$ cat config.mk
export PLATFORM = sky130hd
export DESIGN_NAME = sac_core
export DESIGN_NICKNAME = d
export VERILOG_FILES = /design/src/rtl/sac_pkg.sv /design/src/rtl/sac_core.sv /design/src/rtl/sac_sar_step.sv
export SDC_FILE = /design/constraint.sdc
export NUM_CORES = 1
export LEC_CHECK = 0
export ABC_AREA = 1
export BUFFER_PORTS_ARGS = -buffer_cell sky130_fd_sc_hd__buf_2
export CAP_MARGIN = 20
export CORE_MARGIN = 3
export CORE_UTILIZATION = 65
export CTS_CLUSTER_DIAMETER = 200
export DETAILED_ROUTE_END_ITERATION = 8
export GPL_ROUTABILITY_DRIVEN = 0
export PLACE_DENSITY = 0.84
export SYNTH_ARGS = -nofsm -noshare
export SYNTH_HDL_FRONTEND = slang
export SYNTH_HIERARCHICAL = 1
export SYNTH_SLANG_ARGS = --single-unit
$ cat constraint.sdc
create_clock -name core_clk -period 17.6 [get_ports core_clk]
set_clock_uncertainty 0.15 [all_clocks]
set_input_delay 3.52 -clock core_clk [delete_from_list [all_inputs] [get_ports core_clk]]
set_output_delay 3.52 -clock core_clk [all_outputs]
set_load 0.1 [all_outputs]
$ cat src/rtl/sac_pkg.sv
// Package of constants and types for the converter control core.
// What this block does
// - Hold track phase about 0.4 us first.
// - Convert on result read or automatic mode.
// - Step trial code until balance, store result.
// - Unsigned straight binary over 4096 steps.
// - Power-on reset loads every register default.
// - First completed conversion updates result and status.
// - Eight data registers plus one pointer register.
// - All registers writable except result register.
// - Hold lowest, highest, thresholds and configuration.
// - First write byte sets pointer; three bits used.
// - Pointer order: result through highest conversion.
// - Result word: alert bit15, zeros, code 11:0.
package sac_pkg;
	localparam int RES_BITS        = 12;
	localparam int PTR_BITS        = 3;
	localparam int TRACK_NS        = 400;
	localparam int CLK_PERIOD_NS   = 4;
	localparam int TRACK_CYCLES    = TRACK_NS / CLK_PERIOD_NS;
	localparam int AUTO_GAP_CYCLES = 64;
	localparam logic [2:0] PTR_RESULT = 3'h0;
	localparam logic [2:0] PTR_STATUS = 3'h1;
	localparam logic [2:0] PTR_CONFIG = 3'h2;
	localparam logic [2:0] PTR_LOLIM  = 3'h3;
	localparam logic [2:0] PTR_HILIM  = 3'h4;
	localparam logic [2:0] PTR_HYST   = 3'h5;
	localparam logic [2:0] PTR_LOWEST = 3'h6;
	localparam logic [2:0] PTR_HIGHST = 3'h7;
	localparam logic [15:0] RST_ZERO   = 16'h0000;
	localparam logic [15:0] RST_LOWEST = 16'h0fff;
	localparam int ALERT_BIT       = 15;
	localparam int CFG_AUTO_LO     = 5;
	localparam int CFG_ALERT_FLAG  = 3;
	localparam int CFG_HOLD        = 4;
	localparam int ST_OVER         = 1;
	localparam int ST_UNDER        = 0;
	typedef enum logic [1:0] {SAC_IDLE, SAC_TRACK, SAC_HOLD, SAC_GAP} sac_state_t;
endpackage

$ cat src/rtl/sac_core.sv
// Conversion control and register core of the 12-bit converter.
`timescale 1ns/1ps
`default_nettype none
module sac_core #(
	parameter int WIDTH = sac_pkg::RES_BITS
) (
	// Clock and reset.
	input  wire logic        core_clk,
	input  wire logic        rst,
	// Register access from the serial front end.
	input  wire logic        ptr_wr,
	input  wire logic [7:0]  ptr_data,
	input  wire logic        reg_wr,
	input  wire logic [15:0] reg_wdata,
	input  wire logic        reg_rd,
	output logic      [15:0] reg_rdata,
	output logic      [2:0]  ptr_value,
	// Analog front end.
	input  wire logic        comp_hi,
	output logic             sample_track,
	output logic      [11:0] dac_code,
	output logic             conv_done
);
	import sac_pkg::*;

	// Register file and read path.
	logic [2:0]  ptr_ff;
	logic [15:0] regs_ff [0:7];
	logic [15:0] rdata_ff;
	// Conversion sequencing.
	logic        track_ff;
	logic        done_ff;
	logic [7:0]  cnt_ff;
	logic        pend_ff;
	sac_state_t  state_ff;
	logic [11:0] trial;
	logic        sar_done;

	// Only the 12-bit layout of the result word is implemented.
	if (WIDTH != 12) begin : g_width_check
		$error("sac_core: only 12-bit results are supported");
	end
	// Both phase counts must fit the eight-bit down counter and be at least one.
	if (TRACK_CYCLES < 1 || TRACK_CYCLES > 255) begin : g_track_check
		$error("sac_core: track count does not fit the counter");
	end
	if (AUTO_GAP_CYCLES < 1 || AUTO_GAP_CYCLES > 255) begin : g_gap_check
		$error("sac_core: gap count does not fit the counter");
	end

	// Unsigned compare of two codes, shared by the limit and extreme checks.
	function automatic logic code_below(input logic [11:0] a, input logic [11:0] b);
		return a < b;
	endfunction

	// Sum of a code and the hysteresis, one bit wider so that it cannot wrap.
	function automatic logic [12:0] code_plus(input logic [11:0] a, input logic [11:0] b);
		return {1'b0, a} + {1'b0, b};
	endfunction

	// The stepper's final trial is the straight-binary result.
	wire [11:0] code     = trial;
	wire        auto_on  = |regs_ff[PTR_CONFIG][7:CFG_AUTO_LO];
	wire        rd_res   = reg_rd && (ptr_ff == PTR_RESULT);
	wire        starting = (state_ff == SAC_IDLE) && (pend_ff || rd_res || auto_on);
	wire        sar_go   = (state_ff == SAC_TRACK) && (cnt_ff == 8'h00);
	wire [11:0] hi_lim   = regs_ff[PTR_HILIM][11:0];
	wire [11:0] lo_lim   = regs_ff[PTR_LOLIM][11:0];
	wire [11:0] hyst     = regs_ff[PTR_HYST][11:0];
	wire        over     = code_below(hi_lim, code);
	wire        under    = code_below(code, lo_lim);
	// Self-clearing needs the code to leave the hysteresis band; the hold bit stops it.
	wire        over_clr = code_plus(code, hyst) < {1'b0, hi_lim};
	wire        undr_clr = {1'b0, code} > code_plus(lo_lim, hyst);
	wire        hold     = regs_ff[PTR_CONFIG][CFG_HOLD];
	// A conversion sets a flag, a written one clears it; when both fall together the set wins.
	wire [1:0]  st_now   = regs_ff[PTR_STATUS][1:0];
	wire [1:0]  st_wclr  = (reg_wr && ptr_ff == PTR_STATUS) ? reg_wdata[1:0] : 2'b00;
	wire [1:0]  st_keep  = st_now & ~st_wclr;
	wire        ov_next  = over || (st_keep[ST_OVER] && !(over_clr && !hold));
	wire        un_next  = under || (st_keep[ST_UNDER] && !(undr_clr && !hold));
	wire        flag_on  = regs_ff[PTR_CONFIG][CFG_ALERT_FLAG] && (ov_next || un_next);
	wire [15:0] res_word = {flag_on, 3'b000, code};

	// A conversion ends in the hold phase when the stepper reports its last bit.
	wire        store    = sar_done && (state_ff == SAC_HOLD);
	wire [11:0] lowest   = regs_ff[PTR_LOWEST][11:0];
	wire [11:0] highest  = regs_ff[PTR_HIGHST][11:0];
	wire        new_low  = code_below(code, lowest);
	wire        new_high = code_below(highest, code);

	// Successive-approximation stepper; it reports done together with its final code.
	sac_sar_step #(
		.WIDTH (12)
	) u_step (
		.core_clk   (core_clk),
		.rst        (rst),
		.start      (sar_go),
		.comp_hi    (comp_hi),
		.trial_code (trial),
		.done       (sar_done)
	);

	// Track, then balance; in automatic mode a short gap separates cycles.
	always_ff @(posedge core_clk or posedge rst) begin
		if (rst) begin
			state_ff <= SAC_IDLE;
			cnt_ff   <= 8'h00;
			track_ff <= 1'b0;
			pend_ff  <= 1'b0;
		end else begin
			// A result read during a conversion is served by one more conversion.
			if (rd_res && state_ff != SAC_IDLE) begin
				pend_ff <= 1'b1;
			end else if (starting) begin
				pend_ff <= 1'b0;
			end
			case (state_ff)
				SAC_IDLE: begin
					// Starts on a result read, a queued read, or in automatic mode.
					if (starting) begin
						state_ff <= SAC_TRACK;
						cnt_ff   <= 8'(TRACK_CYCLES - 1);
						track_ff <= 1'b1;
					end
				end
				SAC_TRACK: begin
					// The track phase lasts the full count; the stepper starts as it ends.
					if (cnt_ff == 8'h00) begin
						state_ff <= SAC_HOLD;
						track_ff <= 1'b0;
					end else begin
						cnt_ff <= cnt_ff - 8'h01;
					end
				end
				SAC_HOLD: begin
					// The stepper was started on the edge that left the track phase.
					if (sar_done) begin
						state_ff <= SAC_GAP;
						cnt_ff   <= 8'(AUTO_GAP_CYCLES - 1);
					end
				end
				SAC_GAP: begin
					// A queued read or leaving automatic mode cuts the gap short.
					if (cnt_ff == 8'h00 || pend_ff || !auto_on) begin
						state_ff <= SAC_IDLE;
					end else begin
						cnt_ff <= cnt_ff - 8'h01;
					end
				end
				default: begin
					state_ff <= SAC_IDLE;
					track_ff <= 1'b0;
				end
			endcase
		end
	end

	// The pointer takes the first byte of each write; only its low bits select.
	// Upper bits are dropped, so a byte with stray upper bits still selects a register.
	always_ff @(posedge core_clk or posedge rst) begin
		if (rst) begin
			ptr_ff <= PTR_RESULT;
		end else if (ptr_wr) begin
			ptr_ff <= ptr_data[2:0];
		end
	end

	// Register file; software writes and conversion updates share it.
	always_ff @(posedge core_clk or posedge rst) begin
		if (rst) begin
			for (int i = 0; i < 8; i++) begin
				regs_ff[i] <= RST_ZERO;
			end
			// The lowest register starts at full scale so the first result replaces it.
			regs_ff[PTR_LOWEST] <= RST_LOWEST;
		end else begin
			// Writes to the result address are dropped; only a conversion changes it.
			if (reg_wr && ptr_ff != PTR_RESULT) begin
				regs_ff[ptr_ff] <= reg_wdata;
			end
			if (store) begin
				regs_ff[PTR_RESULT] <= res_word;
				regs_ff[PTR_STATUS] <= {14'h0000, ov_next, un_next};
				if (new_low) begin
					regs_ff[PTR_LOWEST] <= {4'h0, code};
				end
				if (new_high) begin
					regs_ff[PTR_HIGHST] <= {4'h0, code};
				end
			end else if (reg_wr && ptr_ff == PTR_STATUS) begin
				regs_ff[PTR_STATUS] <= {14'h0000, st_keep};
			end
		end
	end

	// Completion strobe, one cycle long, on the edge that stores the result.
	always_ff @(posedge core_clk or posedge rst) begin
		if (rst) begin
			done_ff <= 1'b0;
		end else begin
			done_ff <= store;
		end
	end

	// Read data is registered; it follows the pointer one cycle late, and a read of the result address starts a conversion.
	always_ff @(posedge core_clk or posedge rst) begin
		if (rst) begin
			rdata_ff <= RST_ZERO;
		end else begin
			rdata_ff <= regs_ff[ptr_ff];
		end
	end

	assign reg_rdata    = rdata_ff;
	assign ptr_value    = ptr_ff;
	assign sample_track = track_ff;
	// The stepper's code flop drives the converter directly, so the comparator always
	// answers for the trial that the stepper holds; a further register would skew it.
	assign dac_code     = trial;
	assign conv_done    = done_ff;
endmodule
`default_nettype wire

$ cat src/rtl/sac_sar_step.sv
// Successive-approximation trial code stepper.
`timescale 1ns/1ps
`default_nettype none
module sac_sar_step #(
	parameter int WIDTH = 12
) (
	// Clock and reset.
	input  wire logic             core_clk,
	input  wire logic             rst,
	// Control.
	input  wire logic             start,
	input  wire logic             comp_hi,
	// Results.
	output logic [WIDTH-1:0]      trial_code,
	output logic                  done
);
	logic [WIDTH-1:0] code_ff;
	logic [WIDTH-1:0] bit_ff;
	logic             done_ff;
	wire  [WIDTH-1:0] kept    = comp_hi ? code_ff : (code_ff & ~bit_ff);
	wire  [WIDTH-1:0] nxt_bit = bit_ff >> 1;
	wire  [WIDTH-1:0] msb     = {1'b1, {(WIDTH-1){1'b0}}};
	// A single-bit stepper would need a zero-width replication for its first trial code.
	if (WIDTH < 2) begin : g_width_check
		$error("sac_sar_step: WIDTH too small");
	end
	// The comparator answers for the bit set in the current trial code.
	always_ff @(posedge core_clk or posedge rst) begin
		if (rst) begin
			code_ff <= '0;
			bit_ff  <= '0;
			done_ff <= 1'b0;
		end else if (start) begin
			code_ff <= msb;
			bit_ff  <= msb;
			done_ff <= 1'b0;
		end else if (bit_ff != '0) begin
			code_ff <= kept | nxt_bit;
			bit_ff  <= nxt_bit;
			done_ff <= (nxt_bit == '0);
		end else begin
			done_ff <= 1'b0;
		end
	end
	assign trial_code = code_ff;
	assign done       = done_ff;
endmodule
`default_nettype wire
After elaboration in Yosys (flattened, before gate mapping)
Cells that the tools add are included.

Add/sub/neg operators: 3. $mul: 0. Divide/modulo/power cells: 0. Order comparisons: 8. Equal/unequal tests: 10. Shifts and indexed selects: 0. Mux-type cells: 36. Bitwise logic cells: 6. Reduce and logical (&&, ||, !) cells: 40.

Operator list (count): bitwise mux 128 bit (1); 2-to-1 mux 128 bit (1); 2-to-1 mux 16 bit (8); 2-to-1 mux 12 bit (5); binary-select mux 16 bit (select 3 bit) (1); demux 16 bit (select 3 bit) (1); < comparator 12 bit (4); 2-to-1 mux 32 bit (1); 2-to-1 mux 8 bit (4); one-hot mux 8 bit (4 select lines) (1); adder 12 x 12 -> 13 bit (2); greater-than comparator 12 x 13 -> 1 bit (1); logical AND 1 bit (13); < comparator 13 x 12 -> 1 bit (1); bitwise AND 12 bit (1); logical NOT 12 bit (1); inverter 12 bit (1); OR 12 x 11 -> 12 bit (1); nonzero test 12 bit (1); 2-to-1 mux 2 bit (5); nonzero test 2 bit (5); logical NOT 8 bit (1); != test 2 bit (second input constant) (4); one-hot mux 2 bit (4 select lines) (1); other kinds (20) (38).

Register bits after elaboration: 185. Bits in latches: 0. RAM bits: 0. ROM bits: 0. Input bits: 30. Output and inout bits: 33. Word-level logic and storage cells: 121. Memories kept: 0.

Logic depth before layout (Yosys ltp)
Word-level depth: 10. Mapped depth: 23. Mapped depth without buffers: 23.

Hierarchy
The synthesis kept the hierarchy.

By module, submodules not included: sac_core (instances 1, cells an instance 1281, area an instance 10044.6 um^2, sequential area each 4018.9 um^2); sac_sar_step (instances 1, cells an instance 93, area an instance 923.4 um^2, sequential area each 625.6 um^2).

Worst setup path before layout
Ideal clock, no wire load.

Path type: flip-flop to output port. Start: register u_step.code_ff[11] (netlist: u_step/trial_code[11]). End: output dac_code[11]. Data arrival time: 0.986 ns. Data required time: 13.930 ns. Path slack: 12.944 ns. Cell stages (with the launch flop): 1. Buffers on the path: 0. Path through: dfrtp_1.

RTL lines: from (decl) (line sac_sar_step.sv:17) `logic [WIDTH-1:0] code_ff;`; from (signal assigned) (line sac_sar_step.sv:34) `code_ff <= msb;`; from (signal assigned) (line sac_sar_step.sv:38) `code_ff <= kept | nxt_bit;`; to (decl) (line sac_core.sv:21) `output logic [11:0] dac_code,`.

No word-level cell between the ends.

Worst setup path in the final report
Start: register ptr_ff[0] (netlist: ptr_value[0]). End: output ptr_value[0].

RTL lines: from (decl) (line sac_core.sv:27) `logic [2:0] ptr_ff;`; from (signal assigned) (line sac_core.sv:165) `ptr_ff <= ptr_data[2:0];`; to (decl) (line sac_core.sv:17) `output logic [2:0] ptr_value,`.

No word-level cell between the ends.

==> results.sh <==
export IMPL_wl_per_cell_um=18.1
export IMPL_start_util_pct=67.8
export IMPL_layout_common_cells="nand2_1, dfrtp_1, inv_1"
export IMPL_ir_worst_vdd_v=0.0000903
export IMPL_clockRootBuffer="clkbuf_16"
export IMPL_cts_buffers=17
export IMPL_yosysWarnings=6
export IMPL_cp_buffers_inverters=1
export IMPL_drtIter0Drc=1042
export IMPL_diodes=0
export IMPL_period_minus_slack_ns=5.71
export IMPL_area_growth_pct=9.18
export IMPL_antenna_found_initial=1
export IMPL_r2r_slack_ns=13.66
export IMPL_finalMaxSlewViolations=0
export IMPL_drt_wl_total_um=29700
export IMPL_hpwl_um=20500
export IMPL_grt_pass1_vias=9332
export IMPL_die_area_mm2=0.0185
export IMPL_via_per_inst=6.00
export IMPL_max_stage_delay_ns=1.02
export IMPL_nNetsFinal=1539
export IMPL_drt_first_pass_iters=6
export IMPL_slew_limit_headroom_pct=28.7
export IMPL_die_x_um=136
export IMPL_cp_max_fo=27
export IMPL_fin_crit_sh_pct=32.4
export IMPL_final_util_pct=74.0
export IMPL_crit_arrival_ns=2.04
export IMPL_power_per_cell_area_mw_per_mm2=135
export IMPL_synthesis_instances=1374
export IMPL_cts_resized=0
export IMPL_hold_class="flip-flop to flip-flop"
export IMPL_tightest_slew_ns=1.07
export IMPL_startpoint_type="flip-flop"
export IMPL_fin_cells=1638
export IMPL_synth_distinct_cells=49
export IMPL_htreeDepth=4
export IMPL_drtAntennaViolNets=0
export IMPL_cts_sinks=185
export IMPL_cts_tree="built"
export IMPL_io_buffers=57
export IMPL_maxCapViolCount=0
export IMPL_coreArea_mm2=0.0162
export IMPL_path_delay_family="flip-flops"
export IMPL_avgSynthCellArea_um2=7.98
export IMPL_die_y_um=136
export IMPL_status="completed"
export IMPL_path_class="flip-flop to output port"
export IMPL_grt_pass1_wl_um=47700
export IMPL_p_leak_nw=6.07
export IMPL_via_count=9835
export IMPL_worstSetupEndpointType="output port"
export IMPL_hold_viol=0
export IMPL_max_freq_ghz=0.175
export IMPL_ios=63
export IMPL_critPathSlowestCell="dfrtp_1"
export IMPL_setup_violations=0
export IMPL_hold_ws_ns=0.339
export IMPL_setup_tns_ns=0
export IMPL_ctsHoldBuffers=0
export IMPL_grt_total_usage_pct=33.4
export IMPL_insertion_delay_ns=0.44
export IMPL_drive_gt1_share_pct=10.3
export IMPL_cts_buffer_depth=2
export IMPL_ys_seq_area_share_pct=42.3
export IMPL_drc=0
export IMPL_fp_row_count=46
export IMPL_syn_num_nets=1503
export IMPL_layout_commonest_cell="nand2_1"
export IMPL_worstPathRequired_ns=13.93
export IMPL_grt_start_max_net_pins=99
export IMPL_path_clk_slew_ns=0.07
export IMPL_overflow=0
export IMPL_ys_seq_elements=185
export IMPL_rsz0062_at_grt="false"
export IMPL_post_cts_setup_buffer_count=0
export IMPL_path_cells="buf_2"
export IMPL_syn_area_mm2=0.0110
export IMPL_dp_cells=1604
cell families after synthesis:
group	Yosys count	share of synthesized area, %
simple gates	485	17.8
buf+inv	230	8.44
fa+ha+maj	99	11.4
xor+xnor	20	1.60
compound gates	355	18.4
flops	185	42.3
worst paths after layout:
check,start,endpoint,cells past startpoint
max,ptr_value[0]$_DFFE_PP0P_,ptr_value[0],1
min,regs_ff[88]$_DFFE_PP0P_,regs_ff[88]$_DFFE_PP0P_,2
max reg2reg,u_step/trial_code[1]$_DFFE_PP0P_,regs_ff[127]$_DFFE_PP0P_,21
min reg2reg,regs_ff[88]$_DFFE_PP0P_,regs_ff[88]$_DFFE_PP0P_,2
max in group asynchronous,rst,hi_lim[10]$_DFFE_PP0P_,3
min in group asynchronous,rst,pend_ff$_DFFE_PP0P_,2
sequential cells by signal, indices dropped and copies added (netlist names), 2 cells and up:
name	flops
reg_rdata	16
u_step/trial_code	12
highest	12
regs_ff	67
hyst	12
hi_lim	12
lo_lim	12
lowest	12
u_step/bit_ff	12
cnt_ff	8
ptr_value	3
state_ff	2
where the power goes:
part	internal [W]	switching [W]
Clock	0.000217	0.000166
Combinational	0.000231	0.000419
Sequential	0.000510	0.0000724
Total	0.000958	0.000657
routing by layer:
| metal | share of wire, % | vias up | GRT usage [%] |
|---|---|---|---|
| li1 | - | 4594 | - |
| met1 | 41 | 4618 | 46.3 |
| met2 | 44 | 522 | 50.3 |
| met3 | 12 | 99 | 9.44 |
| met4 | 3.5 | 2 | 12.9 |
| met5 | 0.037 | - | 0 |
through the flow:
stage	power, W	worst slack [ns]	cell area [µm²]
6_report	0.00161	11.89	12000
5_1_grt	0.00173	11.81	12000
4_1_cts	0.00160	11.91	11900
3_5_place_dp	0.00122	12.13	11300
3_3_place_gp	0.00119	12.20	11300
2_1_floorplan	0.00107	9.63	11000
cell usage after synthesis (all sizes together):
master / number / area (µm²)
nand2: 358 / 1360
o21ai: 197 / 1030
inv: 181 / 692
dfrtp: 173 / 4330
a21oi: 97 / 504
ha: 97 / 1210
nor2: 87 / 357
clkbuf: 32 / 121
nand3: 20 / 110
buf: 16 / 108
xor2: 13 / 114
dfstp: 12 / 315
o2111ai: 11 / 96.3
a221oi: 10 / 87.6
a22oi: 9 / 67.6
nand4: 9 / 56.3
nor3: 8 / 51.3
o22ai: 7 / 43.8
xnor2: 7 / 61.3
a21boi: 5 / 37.5
a31oi: 5 / 37.5
o211ai: 5 / 37.5
o21a: 3 / 22.5
fa: 2 / 40.0
nand3b: 2 / 15.0
o21bai: 2 / 15.0
a21o: 1 / 7.51
a32o: 1 / 10.0
clkinv: 1 / 5.00
o2bb2ai: 1 / 8.76
o31ai: 1 / 7.51
or2: 1 / 6.26
cell type report:
type / instances / area, µm²
clock buffers: 22 / 464
clock inverters: 9 / 116
fillers: 1189 / 4200
inverters: 182 / 702
multi-input cells: 959 / 5400
flip-flops and latches: 185 / 4640
well taps: 216 / 270
repair buffers: 65 / 380
Note: power is estimated with default switching activity, not from simulation.
